## src/inc/sds_consts.vh

```
// Register map, field positions and reset values of the DMA status block
`ifndef SDS_CONSTS_VH
`define SDS_CONSTS_VH

// Register indexes; the bus byte address is four times the index
`define SDS_IDX_RX_A_START   15'h4400
`define SDS_IDX_RX_A_POS     15'h4410
`define SDS_IDX_RX_B_POS     15'h4412
`define SDS_IDX_TX_POS       15'h4414
`define SDS_IDX_XFER_STATE   15'h4416
`define SDS_IDX_CTRL         15'h4418
`define SDS_IDX_INT_STATUS   15'h4420
`define SDS_IDX_INT_MASK     15'h4422
`define SDS_IDX_BUF_LIMIT    15'h4424

// Transfer state fields
`define SDS_ST_RX_ACT_A      0
`define SDS_ST_RX_ACT_B      1
`define SDS_ST_TX_ACT_A      2
`define SDS_ST_TX_ACT_B      3
`define SDS_ST_RX_OVR_A      4
`define SDS_ST_RX_OVR_B      5

// Control fields
`define SDS_CT_RX_LOAD_A     0
`define SDS_CT_RX_LOAD_B     1
`define SDS_CT_TX_LOAD_A     2
`define SDS_CT_TX_LOAD_B     3
`define SDS_CT_RX_RST        4
`define SDS_CT_TX_RST        5

// Interrupt status and mask fields
`define SDS_IRQ_RX_DONE_A    0
`define SDS_IRQ_RX_DONE_B    1
`define SDS_IRQ_TX_DONE_A    2
`define SDS_IRQ_TX_DONE_B    3
`define SDS_IRQ_RX_OVR_A     4
`define SDS_IRQ_RX_OVR_B     5

// Widths and reset values
`define SDS_OFF_W            13
`define SDS_IRQ_W            6
`define SDS_START_FIXED      16'h6000
`define SDS_START_RST        13'h0000
`define SDS_LIMIT_RST        13'h1FFF
`define SDS_OFF_RST          13'h0000
`define SDS_MASK_RST         6'h00

`endif

```

## src/hdl/sds_irq.v

```verilog
// Sticky interrupt status, mask and level interrupt output
`timescale 1ns/10ps
`include "sds_consts.vh"
module sds_irq (
    // Clock and reset
    input  wire       core_clk,
    input  wire       rst_n,
    input  wire       clk_en,
    // Events and software access
    input  wire [5:0] event_pulse,
    input  wire       status_rd,
    input  wire       mask_wr,
    input  wire [5:0] mask_wdata,
    // State
    output reg  [5:0] status_reg,
    output reg  [5:0] mask_reg,
    output reg        irq_reg
);
    reg [5:0] status_next;

    always @* begin
        // A read clears what it returned; a new event in the same cycle survives
        status_next = (status_rd ? 6'h00 : status_reg) | event_pulse;
    end

    always @(posedge core_clk or negedge rst_n) begin
        if (!rst_n) begin
            status_reg <= 6'h00;
            mask_reg   <= `SDS_MASK_RST;
            irq_reg    <= 1'b0;
        end else if (clk_en) begin
            status_reg <= status_next;
            if (mask_wr) begin
                mask_reg <= mask_wdata;
            end
            irq_reg <= |(status_next & (mask_wr ? mask_wdata : mask_reg));
        end
    end
endmodule // sds_irq

```

## src/hdl/sds_pingpong.v

```verilog
// Double-buffer load, selection and byte-offset tracking for one direction
`timescale 1ns/10ps
`include "sds_consts.vh"
module sds_pingpong (
    // Clock and reset
    input  wire        core_clk,
    input  wire        rst_n,
    input  wire        clk_en,
    // Control
    input  wire        load_a_set,
    input  wire        load_b_set,
    input  wire        xfer_rst,
    input  wire [12:0] limit,
    // Byte stream
    input  wire        byte_take,
    output reg         ready_reg,
    // State
    output reg         load_a_reg,
    output reg         load_b_reg,
    output reg         cur_b_reg,
    output reg  [12:0] off_a_reg,
    output reg  [12:0] off_b_reg,
    output reg         cur_b_next,
    output reg  [12:0] off_next,
    output reg         done_a,
    output reg         done_b
);
    reg        load_a_next;
    reg        load_b_next;
    reg [12:0] off_a_next;
    reg [12:0] off_b_next;

    always @* begin
        load_a_next = load_a_reg;
        load_b_next = load_b_reg;
        cur_b_next  = cur_b_reg;
        off_a_next  = off_a_reg;
        off_b_next  = off_b_reg;
        done_a      = 1'b0;
        done_b      = 1'b0;
        if (byte_take && ready_reg) begin
            if (!cur_b_reg) begin
                if (off_a_reg == limit) begin
                    off_a_next  = `SDS_OFF_RST; // RL9
                    load_a_next = 1'b0; // RL13
                    done_a      = 1'b1;
                    cur_b_next  = 1'b1;
                end else begin
                    off_a_next = off_a_reg + 13'h0001;
                end
            end else begin
                if (off_b_reg == limit) begin
                    off_b_next  = `SDS_OFF_RST; // RL9
                    load_b_next = 1'b0; // RL13
                    done_b      = 1'b1;
                    cur_b_next  = 1'b0;
                end else begin
                    off_b_next = off_b_reg + 13'h0001;
                end
            end
        end
        // Writing zero to a load bit never reaches here, so it has no effect
        if (load_a_set) begin
            load_a_next = 1'b1; // RL13
        end
        if (load_b_set) begin
            load_b_next = 1'b1; // RL13
        end
        // Idle side hands over to whichever buffer is loaded
        if (cur_b_next ? (!load_b_next && load_a_next) : (!load_a_next && load_b_next)) begin
            cur_b_next = ~cur_b_next;
        end
        if (xfer_rst) begin
            load_a_next = 1'b0;
            load_b_next = 1'b0;
            cur_b_next  = 1'b0;
            off_a_next  = `SDS_OFF_RST;
            off_b_next  = `SDS_OFF_RST;
        end
        off_next = cur_b_next ? off_b_next : off_a_next;
    end

    always @(posedge core_clk or negedge rst_n) begin
        if (!rst_n) begin
            load_a_reg <= 1'b0;
            load_b_reg <= 1'b0;
            cur_b_reg  <= 1'b0;
            off_a_reg  <= `SDS_OFF_RST;
            off_b_reg  <= `SDS_OFF_RST;
            ready_reg  <= 1'b0;
        end else if (clk_en) begin
            load_a_reg <= load_a_next;
            load_b_reg <= load_b_next;
            cur_b_reg  <= cur_b_next;
            off_a_reg  <= off_a_next;
            off_b_reg  <= off_b_next;
            ready_reg  <= load_a_next | load_b_next;
        end
    end
endmodule // sds_pingpong

```

## src/hdl/sds_top.v

```verilog
// Serial DMA status and position counters with Avalon-MM register access
//
// Function
// [RL1] A receive overrun is flagged only after both receive buffers were unloaded so the FIFO overran.
// [RL2] Buffer B draining an overrun-marked FIFO sets the buffer-B overrun flag at bit 5.
// [RL3] Buffer A draining an overrun-marked FIFO sets the buffer-A overrun flag at bit 4.
// [RL4] The buffer-B overrun flag clears when buffer B is next loaded or receive DMA is reset.
// [RL5] The buffer-A overrun flag clears when buffer A is next loaded or receive DMA is reset.
// [RL6] A read-only 13-bit offset from zero gives the next byte position in receive buffer A.
// [RL7] A read-only 13-bit offset from zero gives the next byte position in receive buffer B.
// [RL8] A read-only 13-bit offset gives the next byte position in the active transmit buffer.
// [RL9] A buffer that fills and unloads has its byte offset returned to zero.
// [RL10] Software writes the 13-bit receive buffer A start, where buffer A transfers begin.
// [RL11] Four read-only flags show which receive and transmit buffers are the active target.
// [RL12] The receive A start register reads bits 14:13 as one and bit 15 as zero.
// [RL13] Software sets a load bit to start a buffer; it clears on completion; zero writes do nothing.
// [RL14] The receive DMA reset bit resets the receive DMA and clears itself.
`timescale 1ns/10ps
`include "sds_consts.vh"
module sds_top (
    // Clock, enable and reset
    input  wire        core_clk,
    input  wire        rst_n,
    input  wire        clk_en,
    // Avalon-MM slave
    input  wire [16:0] avs_address,
    input  wire        avs_read,
    input  wire        avs_write,
    input  wire [31:0] avs_writedata,
    input  wire [3:0]  avs_byteenable,
    output reg  [31:0] avs_readdata,
    output reg         avs_waitrequest,
    // Receive byte stream from the hardware FIFO
    input  wire        rx_byte_valid,
    input  wire        rx_byte_overrun,
    output wire        rx_byte_ready,
    output reg  [12:0] rx_byte_addr,
    output reg         rx_byte_buf_b,
    // Transmit byte stream towards the hardware FIFO
    input  wire        tx_byte_take,
    output wire        tx_byte_ready,
    output reg  [12:0] tx_byte_offset,
    output reg         tx_byte_buf_b,
    // Interrupt
    output wire        irq
);
    // Word index match on a byte address
    function hit;
        input [16:0] addr;
        input [14:0] idx;
        begin
            hit = (addr[16:2] == idx);
        end
    endfunction

    // Merge the two low byte lanes of a write into a 16-bit register image
    function [15:0] merge16;
        input [15:0] old;
        input [31:0] wdata;
        input [3:0]  be;
        begin
            merge16[7:0]  = be[0] ? wdata[7:0]  : old[7:0];
            merge16[15:8] = be[1] ? wdata[15:8] : old[15:8];
        end
    endfunction

    // Bus handshake and decoded strobes
    wire        acc_go;
    wire        wr_go;
    wire        rd_go;
    reg  [12:0] rx_a_start_address_reg;
    reg  [12:0] buf_limit_reg;
    reg         rx_starved_reg;
    reg         rx_overrun_buf_a_reg;
    reg         rx_overrun_buf_b_reg;
    reg  [15:0] rd_mux;
    reg  [15:0] wr_image;

    // Control writes
    wire        ctrl_wr;
    wire        rx_a_load;
    wire        rx_b_load;
    wire        tx_a_load;
    wire        tx_b_load;
    wire        rx_transfer_reset;
    wire        tx_transfer_reset;

    // Direction state
    wire        rx_load_a_q;
    wire        rx_load_b_q;
    wire        rx_cur_b;
    wire [12:0] rx_a_byte_offset;
    wire [12:0] rx_b_byte_offset;
    wire        rx_cur_b_next;
    wire [12:0] rx_off_next;
    wire        rx_done_a;
    wire        rx_done_b;
    wire        tx_load_a_q;
    wire        tx_load_b_q;
    wire        tx_cur_b;
    wire [12:0] tx_off_a;
    wire [12:0] tx_off_b;
    wire        tx_cur_b_next;
    wire [12:0] tx_off_next;
    wire        tx_done_a;
    wire        tx_done_b;
    wire [12:0] tx_byte_offset_now;

    // Status flags
    wire        rx_active_buf_a;
    wire        rx_active_buf_b;
    wire        tx_active_buf_a;
    wire        tx_active_buf_b;
    wire        rx_take;
    wire        ovr_hit;
    wire        ovr_set_a;
    wire        ovr_set_b;
    wire [15:0] xfer_state;
    wire [5:0]  irq_events;
    wire [5:0]  irq_status;
    wire [5:0]  irq_mask;
    wire        irq_status_rd;
    wire        irq_mask_wr;

    // One wait cycle, then a single cycle with waitrequest low
    assign acc_go = (avs_read | avs_write) & avs_waitrequest;
    assign wr_go  = acc_go & avs_write;
    assign rd_go  = acc_go & avs_read;

    assign ctrl_wr           = wr_go & hit(avs_address, `SDS_IDX_CTRL) & avs_byteenable[0];
    assign rx_a_load         = ctrl_wr & avs_writedata[`SDS_CT_RX_LOAD_A];
    assign rx_b_load         = ctrl_wr & avs_writedata[`SDS_CT_RX_LOAD_B];
    assign tx_a_load         = ctrl_wr & avs_writedata[`SDS_CT_TX_LOAD_A];
    assign tx_b_load         = ctrl_wr & avs_writedata[`SDS_CT_TX_LOAD_B];
    assign rx_transfer_reset = ctrl_wr & avs_writedata[`SDS_CT_RX_RST]; // RL14
    assign tx_transfer_reset = ctrl_wr & avs_writedata[`SDS_CT_TX_RST];

    sds_pingpong u_rx (
        .core_clk   (core_clk),
        .rst_n      (rst_n),
        .clk_en     (clk_en),
        .load_a_set (rx_a_load),
        .load_b_set (rx_b_load),
        .xfer_rst   (rx_transfer_reset),
        .limit      (buf_limit_reg),
        .byte_take  (rx_byte_valid),
        .ready_reg  (rx_byte_ready),
        .load_a_reg (rx_load_a_q),
        .load_b_reg (rx_load_b_q),
        .cur_b_reg  (rx_cur_b),
        .off_a_reg  (rx_a_byte_offset),
        .off_b_reg  (rx_b_byte_offset),
        .cur_b_next (rx_cur_b_next),
        .off_next   (rx_off_next),
        .done_a     (rx_done_a),
        .done_b     (rx_done_b)
    );

    sds_pingpong u_tx (
        .core_clk   (core_clk),
        .rst_n      (rst_n),
        .clk_en     (clk_en),
        .load_a_set (tx_a_load),
        .load_b_set (tx_b_load),
        .xfer_rst   (tx_transfer_reset),
        .limit      (buf_limit_reg),
        .byte_take  (tx_byte_take),
        .ready_reg  (tx_byte_ready),
        .load_a_reg (tx_load_a_q),
        .load_b_reg (tx_load_b_q),
        .cur_b_reg  (tx_cur_b),
        .off_a_reg  (tx_off_a),
        .off_b_reg  (tx_off_b),
        .cur_b_next (tx_cur_b_next),
        .off_next   (tx_off_next),
        .done_a     (tx_done_a),
        .done_b     (tx_done_b)
    );

    // A buffer is the target while loaded and selected
    assign rx_active_buf_a = rx_load_a_q & ~rx_cur_b; // RL11
    assign rx_active_buf_b = rx_load_b_q & rx_cur_b; // RL11
    assign tx_active_buf_a = tx_load_a_q & ~tx_cur_b; // RL11
    assign tx_active_buf_b = tx_load_b_q & tx_cur_b; // RL11
    assign tx_byte_offset_now = tx_cur_b ? tx_off_b : tx_off_a; // RL8

    // Overrun mark only counts on the first byte after a starved period
    assign rx_take   = rx_byte_valid & rx_byte_ready;
    assign ovr_hit   = rx_take & rx_byte_overrun & rx_starved_reg; // RL1
    assign ovr_set_a = ovr_hit & ~rx_cur_b; // RL3
    assign ovr_set_b = ovr_hit & rx_cur_b; // RL2

    assign xfer_state = {10'h000,
                         rx_overrun_buf_b_reg,
                         rx_overrun_buf_a_reg,
                         tx_active_buf_b,
                         tx_active_buf_a,
                         rx_active_buf_b,
                         rx_active_buf_a};

    always @(posedge core_clk or negedge rst_n) begin
        if (!rst_n) begin
            rx_starved_reg <= 1'b1;
        end else if (clk_en) begin
            if (rx_transfer_reset) begin
                rx_starved_reg <= 1'b1;
            end else if (!rx_byte_ready) begin
                rx_starved_reg <= 1'b1; // RL1
            end else if (rx_take) begin
                rx_starved_reg <= 1'b0;
            end
        end
    end

    // Overrun flags: DMA reset wins, otherwise a new overrun beats the load clear
    always @(posedge core_clk or negedge rst_n) begin
        if (!rst_n) begin
            rx_overrun_buf_a_reg <= 1'b0;
            rx_overrun_buf_b_reg <= 1'b0;
        end else if (clk_en) begin
            if (rx_transfer_reset) begin
                rx_overrun_buf_a_reg <= 1'b0; // RL5
                rx_overrun_buf_b_reg <= 1'b0; // RL4
            end else begin
                if (ovr_set_a) begin
                    rx_overrun_buf_a_reg <= 1'b1; // RL3
                end else if (rx_a_load) begin
                    rx_overrun_buf_a_reg <= 1'b0; // RL5
                end
                if (ovr_set_b) begin
                    rx_overrun_buf_b_reg <= 1'b1; // RL2
                end else if (rx_b_load) begin
                    rx_overrun_buf_b_reg <= 1'b0; // RL4
                end
            end
        end
    end

    assign irq_events = {ovr_set_b, ovr_set_a, tx_done_b, tx_done_a, rx_done_b, rx_done_a};
    assign irq_status_rd = rd_go & hit(avs_address, `SDS_IDX_INT_STATUS);
    assign irq_mask_wr   = wr_go & hit(avs_address, `SDS_IDX_INT_MASK) & avs_byteenable[0];

    sds_irq u_irq (
        .core_clk    (core_clk),
        .rst_n       (rst_n),
        .clk_en      (clk_en),
        .event_pulse (irq_events),
        .status_rd   (irq_status_rd),
        .mask_wr     (irq_mask_wr),
        .mask_wdata  (avs_writedata[5:0]),
        .status_reg  (irq_status),
        .mask_reg    (irq_mask),
        .irq_reg     (irq)
    );

    // Read mux; unmapped words read as zero
    always @* begin
        rd_mux = 16'h0000;
        if (hit(avs_address, `SDS_IDX_RX_A_START)) begin
            rd_mux = `SDS_START_FIXED | {3'b000, rx_a_start_address_reg}; // RL12
        end else if (hit(avs_address, `SDS_IDX_RX_A_POS)) begin
            rd_mux = {3'b000, rx_a_byte_offset}; // RL6
        end else if (hit(avs_address, `SDS_IDX_RX_B_POS)) begin
            rd_mux = {3'b000, rx_b_byte_offset}; // RL7
        end else if (hit(avs_address, `SDS_IDX_TX_POS)) begin
            rd_mux = {3'b000, tx_byte_offset_now}; // RL8
        end else if (hit(avs_address, `SDS_IDX_XFER_STATE)) begin
            rd_mux = xfer_state; // RL11
        end else if (hit(avs_address, `SDS_IDX_CTRL)) begin
            // Reset bits are write-only and always read zero
            rd_mux = {12'h000, tx_load_b_q, tx_load_a_q, rx_load_b_q, rx_load_a_q}; // RL13
        end else if (hit(avs_address, `SDS_IDX_INT_STATUS)) begin
            rd_mux = {10'h000, irq_status};
        end else if (hit(avs_address, `SDS_IDX_INT_MASK)) begin
            rd_mux = {10'h000, irq_mask};
        end else if (hit(avs_address, `SDS_IDX_BUF_LIMIT)) begin
            rd_mux = {3'b000, buf_limit_reg};
        end
    end

    always @* begin
        wr_image = 16'h0000;
        if (hit(avs_address, `SDS_IDX_RX_A_START)) begin
            wr_image = merge16({3'b000, rx_a_start_address_reg}, avs_writedata, avs_byteenable);
        end else if (hit(avs_address, `SDS_IDX_BUF_LIMIT)) begin
            wr_image = merge16({3'b000, buf_limit_reg}, avs_writedata, avs_byteenable);
        end
    end

    // Bus slave and writable registers
    always @(posedge core_clk or negedge rst_n) begin
        if (!rst_n) begin
            avs_waitrequest        <= 1'b1;
            avs_readdata           <= 32'h0000_0000;
            rx_a_start_address_reg <= `SDS_START_RST;
            buf_limit_reg          <= `SDS_LIMIT_RST;
        end else if (clk_en) begin
            avs_waitrequest <= ~acc_go;
            if (rd_go) begin
                avs_readdata <= {16'h0000, rd_mux};
            end
            if (wr_go && hit(avs_address, `SDS_IDX_RX_A_START)) begin
                rx_a_start_address_reg <= wr_image[12:0]; // RL10
            end
            if (wr_go && hit(avs_address, `SDS_IDX_BUF_LIMIT)) begin
                buf_limit_reg <= wr_image[12:0];
            end
        end
    end

    // Where the next byte goes; buffer A is offset from its start address
    always @(posedge core_clk or negedge rst_n) begin
        if (!rst_n) begin
            rx_byte_addr   <= `SDS_START_RST;
            rx_byte_buf_b  <= 1'b0;
            tx_byte_offset <= `SDS_OFF_RST;
            tx_byte_buf_b  <= 1'b0;
        end else if (clk_en) begin
            // Wraps within 13 bits like the start field itself
            if (rx_cur_b_next) begin
                rx_byte_addr <= rx_off_next;
            end else begin
                rx_byte_addr <= rx_a_start_address_reg + rx_off_next; // RL10
            end
            rx_byte_buf_b  <= rx_cur_b_next;
            tx_byte_offset <= tx_off_next; // RL8
            tx_byte_buf_b  <= tx_cur_b_next;
        end
    end
endmodule // sds_top

```

## config.mk

```make
export PLATFORM = sky130hd
export DESIGN_NAME = sds_top
export DESIGN_NICKNAME = d
export VERILOG_FILES = /design/src/hdl/sds_irq.v /design/src/hdl/sds_pingpong.v /design/src/hdl/sds_top.v
export VERILOG_INCLUDE_DIRS = /design/src /design/src/inc
export SDC_FILE = /design/constraint.sdc
export NUM_CORES = 1
export LEC_CHECK = 0
export BUFFER_PORTS_ARGS = -buffer_cell sky130_fd_sc_hd__clkbuf_2
export CAP_MARGIN = 30
export CORE_AREA = 5 5 169 252
export DETAILED_ROUTE_END_ITERATION = 8
export DIE_AREA = 0 0 174 257
export SLEW_MARGIN = 20
export SYNTH_ARGS = -nofsm -noshare
export SYNTH_HDL_FRONTEND = slang
export SYNTH_SLANG_ARGS = --single-unit
```

## constraint.sdc

```tcl
create_clock -name core_clk -period 5.6 [get_ports core_clk]
set_input_delay 1.12 -clock core_clk [delete_from_list [all_inputs] [get_ports core_clk]]
set_output_delay 1.12 -clock core_clk [all_outputs]
set_load 0.01 [all_outputs]
```

==> reports/qor.yml, run 1 <==
vias: 8621
grt_setup_unrepaired: "false"
detail_route.wl_per_cell_um: 19.5
r2r_start: "buf_limit_reg[12]"
fin_crit_ns: 5.19
drt-vias-per-instance: 5.13
path_buf_inv: 2
min_from: "avs_readdata[7]"
ioPinCount: 125
critPathMaxStageDelay_ns: 0.41
postCtsSetupBuffers: 0
fin_crit_sh_pct: 92.6
port_buffers: 84
place.detailed.hpwl_um: 25000
power_uw: 2940
worstMarginPinSlew_ns: 0.969
drv_slew: 0
grt_max_degree: 76
drc: 0
syn_area_mm2: 0.00987
dr.pass1.iters: 6
seq_area_frac_synth_pct: 36.5
fin_hold_ws_ns: 0.479
synth-main-ff-cell: "dfrtp_1"
syn_inst: 1130
fin_tns_setup_ns: 0
switching_share_pct: 32.0
reg2reg_slack_ns: 0.60
ant_nets: 0
cp.required_ns: 5.89
largest_register_ff_count: 14
die_y_um: 257
holdBufCountCts: 0
cp_cell_sequence: "clkbuf_2 > or3_4 > or3_4 > or3_1 > nor3_1 > nor2_1 > a21oi_2 > nand2_1 > buf_4 > o32ai_1 > ha_1 > nor2b_1 > o31ai_1 > a21oi_1 > a41oi_1 > nand2b_1 > xor2_1 > mux2i_1 > a21oi_1"
switchingPower_uw: 943
regMostFlops: "avs_readdata"
crit_path_top_delay_cell: "o31ai_1"
p_leak_uw: 0.00488
synth_top_area_share_pct: 32.5
stdcell_area_mm2: 0.0112
root_buffer: "clkbuf_16"
hold_depth: 1
syn2layout_area_growth_pct: 13.3
finalHoldViolCount: 0
drive_gt1_share_pct: 17.6
clkTransAtPathRegs_ns: 0.06
grtUsageTotal_pct: 14.5
comb_power_share_pct: 20.3
syn_avg_cell_area_um2: 8.73
clk_latency_ns: 0.44
die-area_mm2: 0.0447
p_clk_share_pct: 37.8
htree_levels: 4
r2r_end: "rx_byte_addr[12]"
grt_pass1_wl_um: 50900
cts.sinks: 143
core-area_mm2: 0.0401
critical_path.endpoint_type: "flop"
antenna_found_initial: 0
fmax_mhz: 193
worstHoldEndpoint: "avs_readdata[7]"
cts_tree: "done"
reg2reg_depth: 19
n_antenna_cell: 0
async_flop_share_pct: 100
synthDistinctLibCells: 89
cp_max_fo: 8
numCtsBuffers: 17
dp_cells: 1648
internal_power_uw: 2000
synth_seq_cells: 143
critPathKind: "in -> reg"
synth_edf_count: 0
die_x_um: 174
slew_headroom_pct: 35.4
grt_overflow: 0
crit_family: "simple AND/OR/NAND/NOR gates"
synth_area_leaders: "dfrtp_1 (32%), nand2_1 (6.1%), xnor2_1 (5.1%)"
yosysTopAreaCell: "dfrtp_1"
start_util_pct: 24.6
worstSetupStartpointType: "primary input"
cp.arrival_ns: 5.48
powerDensity_mw_per_mm2: 263
cts-resized-gates: 0
drtIter0Drc: 679
yosys_warnings: 0
final_net_count: 1239
clockBufferDepth: 2
ir_worst_vdd_mv: 0.213
worstHoldPathType: "reg -> reg"
rows: 90
maxCapViolations: 0
wl_um: 32700
gp_congestion: 0.935
grt_pass1_vias: 8757
placed_area_mm2: 0.0106
status: "finished, final reports clean"
seq_power_share_pct: 41.9
clock_skew_ns: 0.0115
finalSetupViolCount: 0
final_cells: 1679
## area by class of cell
class                   count  area (µm²)
repair buffers            109         647
clock buffers              21         480
clock inverters            10        87.6
flip-flops and latches    143        3600
multi-input cells         872        5670
well taps                 506         633
fillers                  4304       28900
inverters                  18        67.6
## routing by layer
layer  share of wire [%]  global-route usage (%)
met5                   0                       0
met4                 5.2                    7.55
met3                 4.1                    2.69
met2                  52                    26.3
met1                  38                    15.9
## cells in the mapped netlist (all sizes together), types with 21 or more instances
cell type,number
a21oi,44
buf,58
clkbuf,55
dfrtp,128
mux2i,33
nand2,161
nand3,33
nand4,21
nor2,78
nor3,33
o21ai,95
o31ai,23
xnor2,58
xor2,50
## kinds of logic (layout without fill, tap and decap cells)
group / after synthesis / after routing / synth area share, %
AOI/OAI and AO/OA: 274 / 274 / 19.0
adders and majority gates: 17 / 17 / 2.23
xor gates and xnor gates: 108 / 108 / 9.59
buffers and inverters: 131 / 158 / 6.72
other: 1 / 17 / 0.0380
DFF: 143 / 143 / 36.5
and+or+nand+nor: 405 / 405 / 20.5
muxes: 51 / 51 / 5.48
## per-stage QoR
step | worst slack [ns] | util, %
5_1_grt | 0.309 | 27.9
2_1_floorplan | 0.663 | -
6_report | 0.413 | 27.9
4_1_cts | 0.552 | 27.9
3_3_place_gp | 0.134 | 26.4
3_5_place_dp | 0.0622 | 26.5
## power groups by stage
stage          Clock [µW]  Sequential [µW]  Combinational, µW
2_1_floorplan           0             1210                433
3_5_place_dp            0             1250                601
4_1_cts              1140             1230                603
3_3_place_gp            0             1250                590
6_report             1110             1230                596
5_1_grt              1180             1240                656
## layout by cell type, fill, tap and decap left out, types with 4 or more instances in the layout
cell type | netlist | layout
nand2_1 | 160 | 160
dfrtp_1 | 128 | 128
o21ai_0 | 87 | 87
clkbuf_2 | 0 | 83
nor2_1 | 77 | 77
xnor2_1 | 58 | 58
xor2_1 | 50 | 50
a21oi_1 | 41 | 41
mux2i_1 | 33 | 33
nand3_1 | 32 | 32
nor3_1 | 30 | 30
buf_4 | 22 | 23
o31ai_1 | 22 | 22
nand4_1 | 20 | 20
and3_1 | 20 | 20
inv_1 | 17 | 17
conb_1 | 1 | 17
clkbuf_16 | 0 | 17
mux2_2 | 16 | 16
ha_1 | 16 | 16
dfstp_2 | 15 | 15
a221o_1 | 13 | 13
or3_1 | 12 | 12
a21o_1 | 12 | 12
o2bb2ai_1 | 12 | 12
o22ai_1 | 8 | 8
o21ai_1 | 8 | 8
nor4_1 | 7 | 7
a31oi_1 | 7 | 7
nand2b_1 | 7 | 7
o32ai_1 | 7 | 7
a22o_1 | 7 | 7
and4_1 | 5 | 5
o2111ai_1 | 5 | 5
clkinv_2 | 0 | 5
nor3b_1 | 4 | 4
clkbuf_8 | 0 | 4
## worst max-delay path by stage
stage / start / to / slack (ns) / cells past startpoint
after global routing: avs_address[10] / rx_byte_addr[12] / 0.31 / 20
final: avs_address[10] / rx_byte_addr[10] / 0.41 / 19
after detailed placement: avs_address[10] / rx_byte_addr[10] / 0.06 / 19
after floorplan: avs_address[9] / rx_byte_addr[12] / 0.66 / 21
after CTS: avs_address[10] / rx_byte_addr[10] / 0.55 / 19
after global placement: avs_address[10] / rx_byte_addr[10] / 0.13 / 19
(Power assumes the default switching activity.)
==> run 2, diff against run 1 <==
CELL_PAD_IN_SITES_DETAIL_PLACEMENT = 0   (was unset)
CELL_PAD_IN_SITES_GLOBAL_PLACEMENT = 2   (was unset)
CORE_AREA = 2 2 166 249   (was 5 5 169 252)
DIE_AREA = 0 0 168 251   (was 0 0 174 257)
HOLD_SLACK_MARGIN = 0.05   (was unset)
PLACE_DENSITY_LB_ADDON = 0.1   (was unset)
==> reports/qor.yml, run 2 (synthesis results as in run 1) <==
grtUsageTotal_pct: 19.1  # was 14.5%
crit_path_top_delay_cell: "or3_4"  # was o31ai_1
dr.pass1.iters: 5  # was 6
grt_pass1_wl_um: 59100  # was 50,900 µm
grt_setup_unrepaired: "false"  # unchanged
ant_nets: 0  # unchanged
regMostFlops: "avs_readdata"  # unchanged
final_cell_mix: "nand2_1 (160), dfrtp_1 (128), o21ai_0 (87)"  # unchanged
cts_tree: "done"  # unchanged
slew_headroom_pct: 37.4  # was 35.4%
antenna_found_initial: 0  # unchanged
die_x_um: 168  # was 174 µm
n_antenna_cell: 0  # unchanged
port_buffers: 84  # unchanged
min_from: "avs_readdata[9]"  # was avs_readdata[7]
die_y_um: 251  # was 257 µm
syn2layout_area_growth_pct: 15.3  # was 13.3%
fmax_mhz: 203  # was 193 MHz
maxCapViolations: 0  # unchanged
fin_ws_ns: 0.685  # was 0.413 ns
fin_hold_ws_ns: 0.481  # was 0.479 ns
reg2reg_depth: 19  # unchanged
status: "finished, final reports clean"  # unchanged
finalSetupViolCount: 0  # unchanged
finalHoldViolCount: 0  # unchanged
numCtsBuffers: 17  # unchanged
die-area_mm2: 0.0422  # was 0.0447 mm²
fin_crit_ns: 4.92  # was 5.19 ns
root_buffer: "clkbuf_16"  # unchanged
clk_latency_ns: 0.45  # was 0.44 ns
clock_skew_ns: 0.0138  # was 0.0115 ns
worstSetupStartpointType: "primary input"  # unchanged
drv_slew: 0  # unchanged
core-area_mm2: 0.0400  # was 0.0401 mm²
drt-vias-per-instance: 4.96  # was 5.13
start_util_pct: 24.7  # was 24.6%
cts.sinks: 143  # unchanged
p_leak_uw: 0.00501  # was 0.00488 µW
grt_max_degree: 66  # was 76
largest_register_ff_count: 14  # unchanged
cp_max_fo: 5  # was 8
final_common_cell: "nand2_1"  # unchanged
holdBufCountCts: 0  # unchanged
cp_cell_sequence: "clkbuf_2 > or3_4 > or3_4 > or3_1 > nor3_1 > buf_4 > nor2_1 > a21oi_4 > nand2_1 > o32ai_1 > ha_1 > inv_1 > fa_1 > nor2b_1 > o31ai_1 > a21oi_1 > a41oi_1 > a21oi_1 > xnor2_1 > nand3_1 > o311ai_1"  # was clkbuf_2 > or3_4 > or3_4 > or3_1 > nor3_1 > nor2_1 > a21oi_2 > nand2_1 > buf_4 > o32ai_1 > ha_1 > nor2b_1 > o31ai_1 > a21oi_1 > a41oi_1 > nand2b_1 > xor2_1 > mux2i_1 > a21oi_1
wl_um: 39400  # was 32,700 µm
cp.arrival_ns: 5.27  # was 5.48 ns
drive_gt1_share_pct: 19.5  # was 17.6%
gp_congestion: 0.774  # was 0.935
cts-resized-gates: 0  # unchanged
critical_path.endpoint_type: "flop"  # unchanged
fin_tns_setup_ns: 0  # unchanged
powerDensity_mw_per_mm2: 265  # was 263 mW/mm²
critPathKind: "in -> reg"  # unchanged
ioPinCount: 125  # unchanged
r2r_start: "u_rx.off_a_reg[11]"  # was buf_limit_reg[12]
hold_depth: 2  # was 1
drtIter0Drc: 427  # was 679
critPathMaxStageDelay_ns: 0.42  # was 0.41 ns
place.detailed.hpwl_um: 29900  # was 25,000 µm
htree_levels: 4  # unchanged
vias: 8471  # was 8,621
grt_pass1_vias: 8848  # was 8,757
clkTransAtPathRegs_ns: 0.06  # about the same
fin_crit_sh_pct: 87.8  # was 92.6%
postCtsSetupBuffers: 0  # unchanged
worstHoldPathType: "reg -> reg"  # unchanged
startpoint: "avs_address[10]"  # unchanged
post-place-ws_ns: 0.181  # was 0.0622 ns
drc: 0  # unchanged
rows: 90  # unchanged
grt_overflow: 0  # unchanged
ir_worst_vdd_mv: 0.171  # was 0.213 mV
cp.required_ns: 5.95  # was 5.89 ns
clockBufferDepth: 2  # unchanged
detail_route.wl_per_cell_um: 23.0  # was 19.5 µm
worstMarginPinSlew_ns: 0.940  # was 0.969 ns
final_net_count: 1268  # was 1,239
[run 2: final timing paths]
| path | to | slack, ns |
|---|---|---|
| setup / recovery | rx_byte_addr[12] | 0.68 |
| hold / removal | avs_readdata[9] | 0.48 |
| setup reg to reg | rx_byte_addr[12] | 0.76 |
| hold reg to reg | avs_readdata[9] | 0.48 |
| max in group asynchronous | rx_a_start_address_reg[8] | 3.83 |
| min in group asynchronous | u_tx.cur_b_reg | 0.70 |
[run 2: per-layer routing]
| metal | routed length [µm] | global-route usage [%] | vias to the layer above |
|---|---|---|---|
| li1 | - | - | 4113 |
| met1 | 16200 | 22.0 | 4195 |
| met2 | 21600 | 36.5 | 129 |
| met3 | 731 | 2.35 | 34 |
| met4 | 906 | 6.09 | 0 |
| met5 | 0 | 0 | - |
[run 2: worst max-delay path: cells and delay by family]
family | cells | cell delay [ns]
xor+xnor | 1 | 0.14
fa+ha+maj | 2 | 0.62
buf+inv | 3 | 0.29
compound gates | 7 | 1.28
simple gates | 8 | 1.81
[run 2: power breakdown]
group / switching (µW) / total (µW) / leakage (µW) / internal, µW
clock network: 509 / 1150 / 0.000270 / 638
registers: 116 / 1230 / 0.00189 / 1120
logic: 390 / 638 / 0.00285 / 248
total: 1020 / 3020 / 0.00501 / 2000
[run 2: final cells by class]
| type | count | area, µm² |
|---|---|---|
| fillers | 4334 | 28600 |
| multi-input cells | 872 | 5670 |
| repair buffers | 138 | 840 |
| inverters | 18 | 67.6 |
| well taps | 506 | 633 |
| clock inverters | 11 | 106 |
| flip-flops and latches | 143 | 3600 |
| clock buffers | 21 | 460 |
[run 2: through the flow]
stage	util (%)	instances	instance area (µm²)	power [µW]
3_5_place_dp	27.0	1676	10800	1900
4_1_cts	28.4	1708	11400	3080
2_1_floorplan	-	1146	9930	1640
5_1_grt	28.5	1709	11400	3180
3_3_place_gp	27.0	1676	10800	1900
6_report	28.5	1709	11400	3020
==> run 3, diff against run 2 <==
SKIP_CTS_REPAIR_TIMING = 1   (was unset)
clock period = 6 ns   (was 5.6 ns; I/O delays follow)
==> reports/qor.yml, run 3 (synthesis results as in run 1) <==
cp_max_fo: 6  # was 5
p_leak_uw: 0.00489  # was 0.00501 µW
placed_area_mm2: 0.0107  # was 0.0108 mm²
place.detailed.hpwl_um: 29500  # was 29,900 µm
finalSetupViolCount: 0  # unchanged
cp.arrival_ns: 5.58  # was 5.27 ns
fin_crit_sh_pct: 87.1
worstHoldPathType: "reg -> reg"  # unchanged
worstSetupStartpointType: "primary input"  # unchanged
clock_skew_ns: 0.0154  # was 0.0138 ns
maxCapViolations: 0  # unchanged
drt-vias-per-instance: 4.97  # was 4.96
startpoint: "avs_address[10]"  # unchanged
dr.pass1.iters: 4  # was 5
core-area_mm2: 0.0400  # unchanged
drtIter0Drc: 376  # was 427
cp.required_ns: 6.36  # was 5.95 ns
final_cell_mix: "nand2_1 (160), dfrtp_1 (128), o21ai_0 (87)"  # unchanged
cts.sinks: 143  # unchanged
slew_headroom_pct: 51.8  # was 37.4%
powerDensity_mw_per_mm2: 245  # was 265 mW/mm²
regMostFlops: "avs_readdata"  # unchanged
drv_slew: 0  # unchanged
final_common_cell: "nand2_1"  # unchanged
cp_cell_sequence: "clkbuf_2 > or3_4 > or3_4 > or3_1 > nor3_1 > nor2_1 > a21oi_4 > nand2_1 > o32ai_1 > ha_1 > inv_1 > fa_1 > nor2b_1 > o31ai_1 > a21oi_1 > a41oi_1 > a21oi_1 > xnor2_1 > nand3_1 > o311ai_1"  # was clkbuf_2 > or3_4 > or3_4 > or3_1 > nor3_1 > buf_4 > nor2_1 > a21oi_4 > nand2_1 > o32ai_1 > ha_1 > inv_1 > fa_1 > nor2b_1 > o31ai_1 > a21oi_1 > a41oi_1 > a21oi_1 > xnor2_1 > nand3_1 > o311ai_1
crit_end: "rx_byte_addr[12]"  # unchanged
antenna_found_initial: 0  # unchanged
start_util_pct: 24.7  # unchanged
grt_pass1_vias: 8654  # was 8,848
rows: 90  # unchanged
fin_crit_ns: 5.23
vias: 8389  # was 8,471
grt_overflow: 0  # unchanged
drive_gt1_share_pct: 17.9  # was 19.5%
numCtsBuffers: 17  # unchanged
critical_path.endpoint_type: "flop"  # unchanged
cts_tree: "done"  # unchanged
hold_depth: 1  # was 2
critPathMaxStageDelay_ns: 0.43  # was 0.42 ns
grtUsageTotal_pct: 18.8  # was 19.1%
post-place-ws_ns: 0.217  # was 0.181 ns
reg2reg_depth: 17  # was 19
stdcell_area_mm2: 0.0112  # was 0.0114 mm²
r2r_end: "rx_byte_addr[10]"  # was rx_byte_addr[12]
clk_latency_ns: 0.46  # was 0.45 ns
worstMarginPinSlew_ns: 0.723  # was 0.940 ns
htree_levels: 4  # unchanged
drc: 0  # unchanged
final_util_pct: 28.0  # was 28.5%
fmax_mhz: 191
final_net_count: 1248  # was 1,268
root_buffer: "clkbuf_16"  # unchanged
clockBufferDepth: 2  # unchanged
syn2layout_area_growth_pct: 13.5  # was 15.3%
grt_max_degree: 58  # was 66
crit_path_top_delay_cell: "or3_4"  # unchanged
largest_register_ff_count: 14  # unchanged
grt_pass1_wl_um: 58000  # was 59,100 µm
die-area_mm2: 0.0422  # unchanged
port_buffers: 84  # unchanged
detail_route.wl_per_cell_um: 23.0  # about the same
die_x_um: 168  # unchanged
r2r_start: "buf_limit_reg[11]"  # was u_rx.off_a_reg[11]
die_y_um: 251  # unchanged
critPathKind: "in -> reg"  # unchanged
wl_um: 38900  # was 39,400 µm
gp_congestion: 0.766  # was 0.774
reg2reg_slack_ns: 1.10  # was 0.76 ns
grt_setup_unrepaired: "false"  # unchanged
ioPinCount: 125  # unchanged
clkTransAtPathRegs_ns: 0.07  # was 0.06 ns
ant_nets: 0  # unchanged
fin_tns_setup_ns: 0  # unchanged
finalHoldViolCount: 0  # unchanged
fin_ws_ns: 0.772  # was 0.685 ns
status: "finished, final reports clean"  # unchanged
n_antenna_cell: 0  # unchanged
ir_worst_vdd_mv: 0.191  # was 0.171 mV
==> run 3: cell types whose count changed in the layout (fill, tap and decap cells not counted), moves of 2 or more <==
cell / before / now
buf_4: 53 / 29
clkinv_2: 2 / 6
inv_6: 3 / 0
clkbuf_1: 2 / 4
clkbuf_8: 2 / 0
==> run 3: cell type report <==
| type | instances | area (µm²) |
|---|---|---|
| Tap cell | 506 | 633 |
| Multi-Input combinational cell | 872 | 5670 |
| Timing Repair Buffer | 118 | 711 |
| Inverter | 18 | 67.6 |
| Clock buffer | 21 | 440 |
| Clock inverter | 11 | 71.3 |
| Sequential cell | 143 | 3600 |
| Fill cell | 4274 | 28800 |
==> run 3: where the power goes <==
group          switching (µW)  internal [µW]  leakage [µW]
combinational             361            234       0.00275
clock                     464            524      0.000250
sequential                117           1040       0.00189
==> run 3: worst max-delay path, delay by kind of cell <==
kind	cells	cell delay, ns
AOI/OAI and AO/OA	7	1.35
buffers and inverters	2	0.14
adders and majority gates	2	0.65
xor gates and xnor gates	1	0.14
and+or+nand+nor	8	2.10
==> run 3: worst min path at each step <==
stage                                   start             endpoint  slack, ns
after floorplan           u_irq.status_reg[2]  u_irq.status_reg[2]       0.47
after global placement        avs_readdata[9]      avs_readdata[9]       0.47
after detailed placement     avs_readdata[11]     avs_readdata[11]       0.47
after CTS                    avs_readdata[11]     avs_readdata[11]       0.49
after global routing          avs_readdata[7]      avs_readdata[7]       0.51
final                         avs_readdata[7]      avs_readdata[7]       0.48
==> run 3: stage by stage <==
step / total power (µW) / cells / hold slack (ns)
after floorplan: 1530 / 1146 / 0.466
after global placement: 1780 / 1653 / 0.469
after detailed placement: 1790 / 1656 / 0.470
after CTS: 2800 / 1688 / 0.485
after global routing: 2880 / 1689 / 0.511
final: 2740 / 1689 / 0.479
==> run 3: per-layer routing <==
| metal | global-route usage [%] | up-vias | part of all wire (%) |
|---|---|---|---|
| li1 | - | 4080 | - |
| met5 | 0 | - | 0 |
| met1 | 21.6 | 4130 | 41 |
| met4 | 7.01 | 0 | 2.7 |
| met2 | 35.6 | 145 | 54 |
| met3 | 1.72 | 34 | 2.0 |
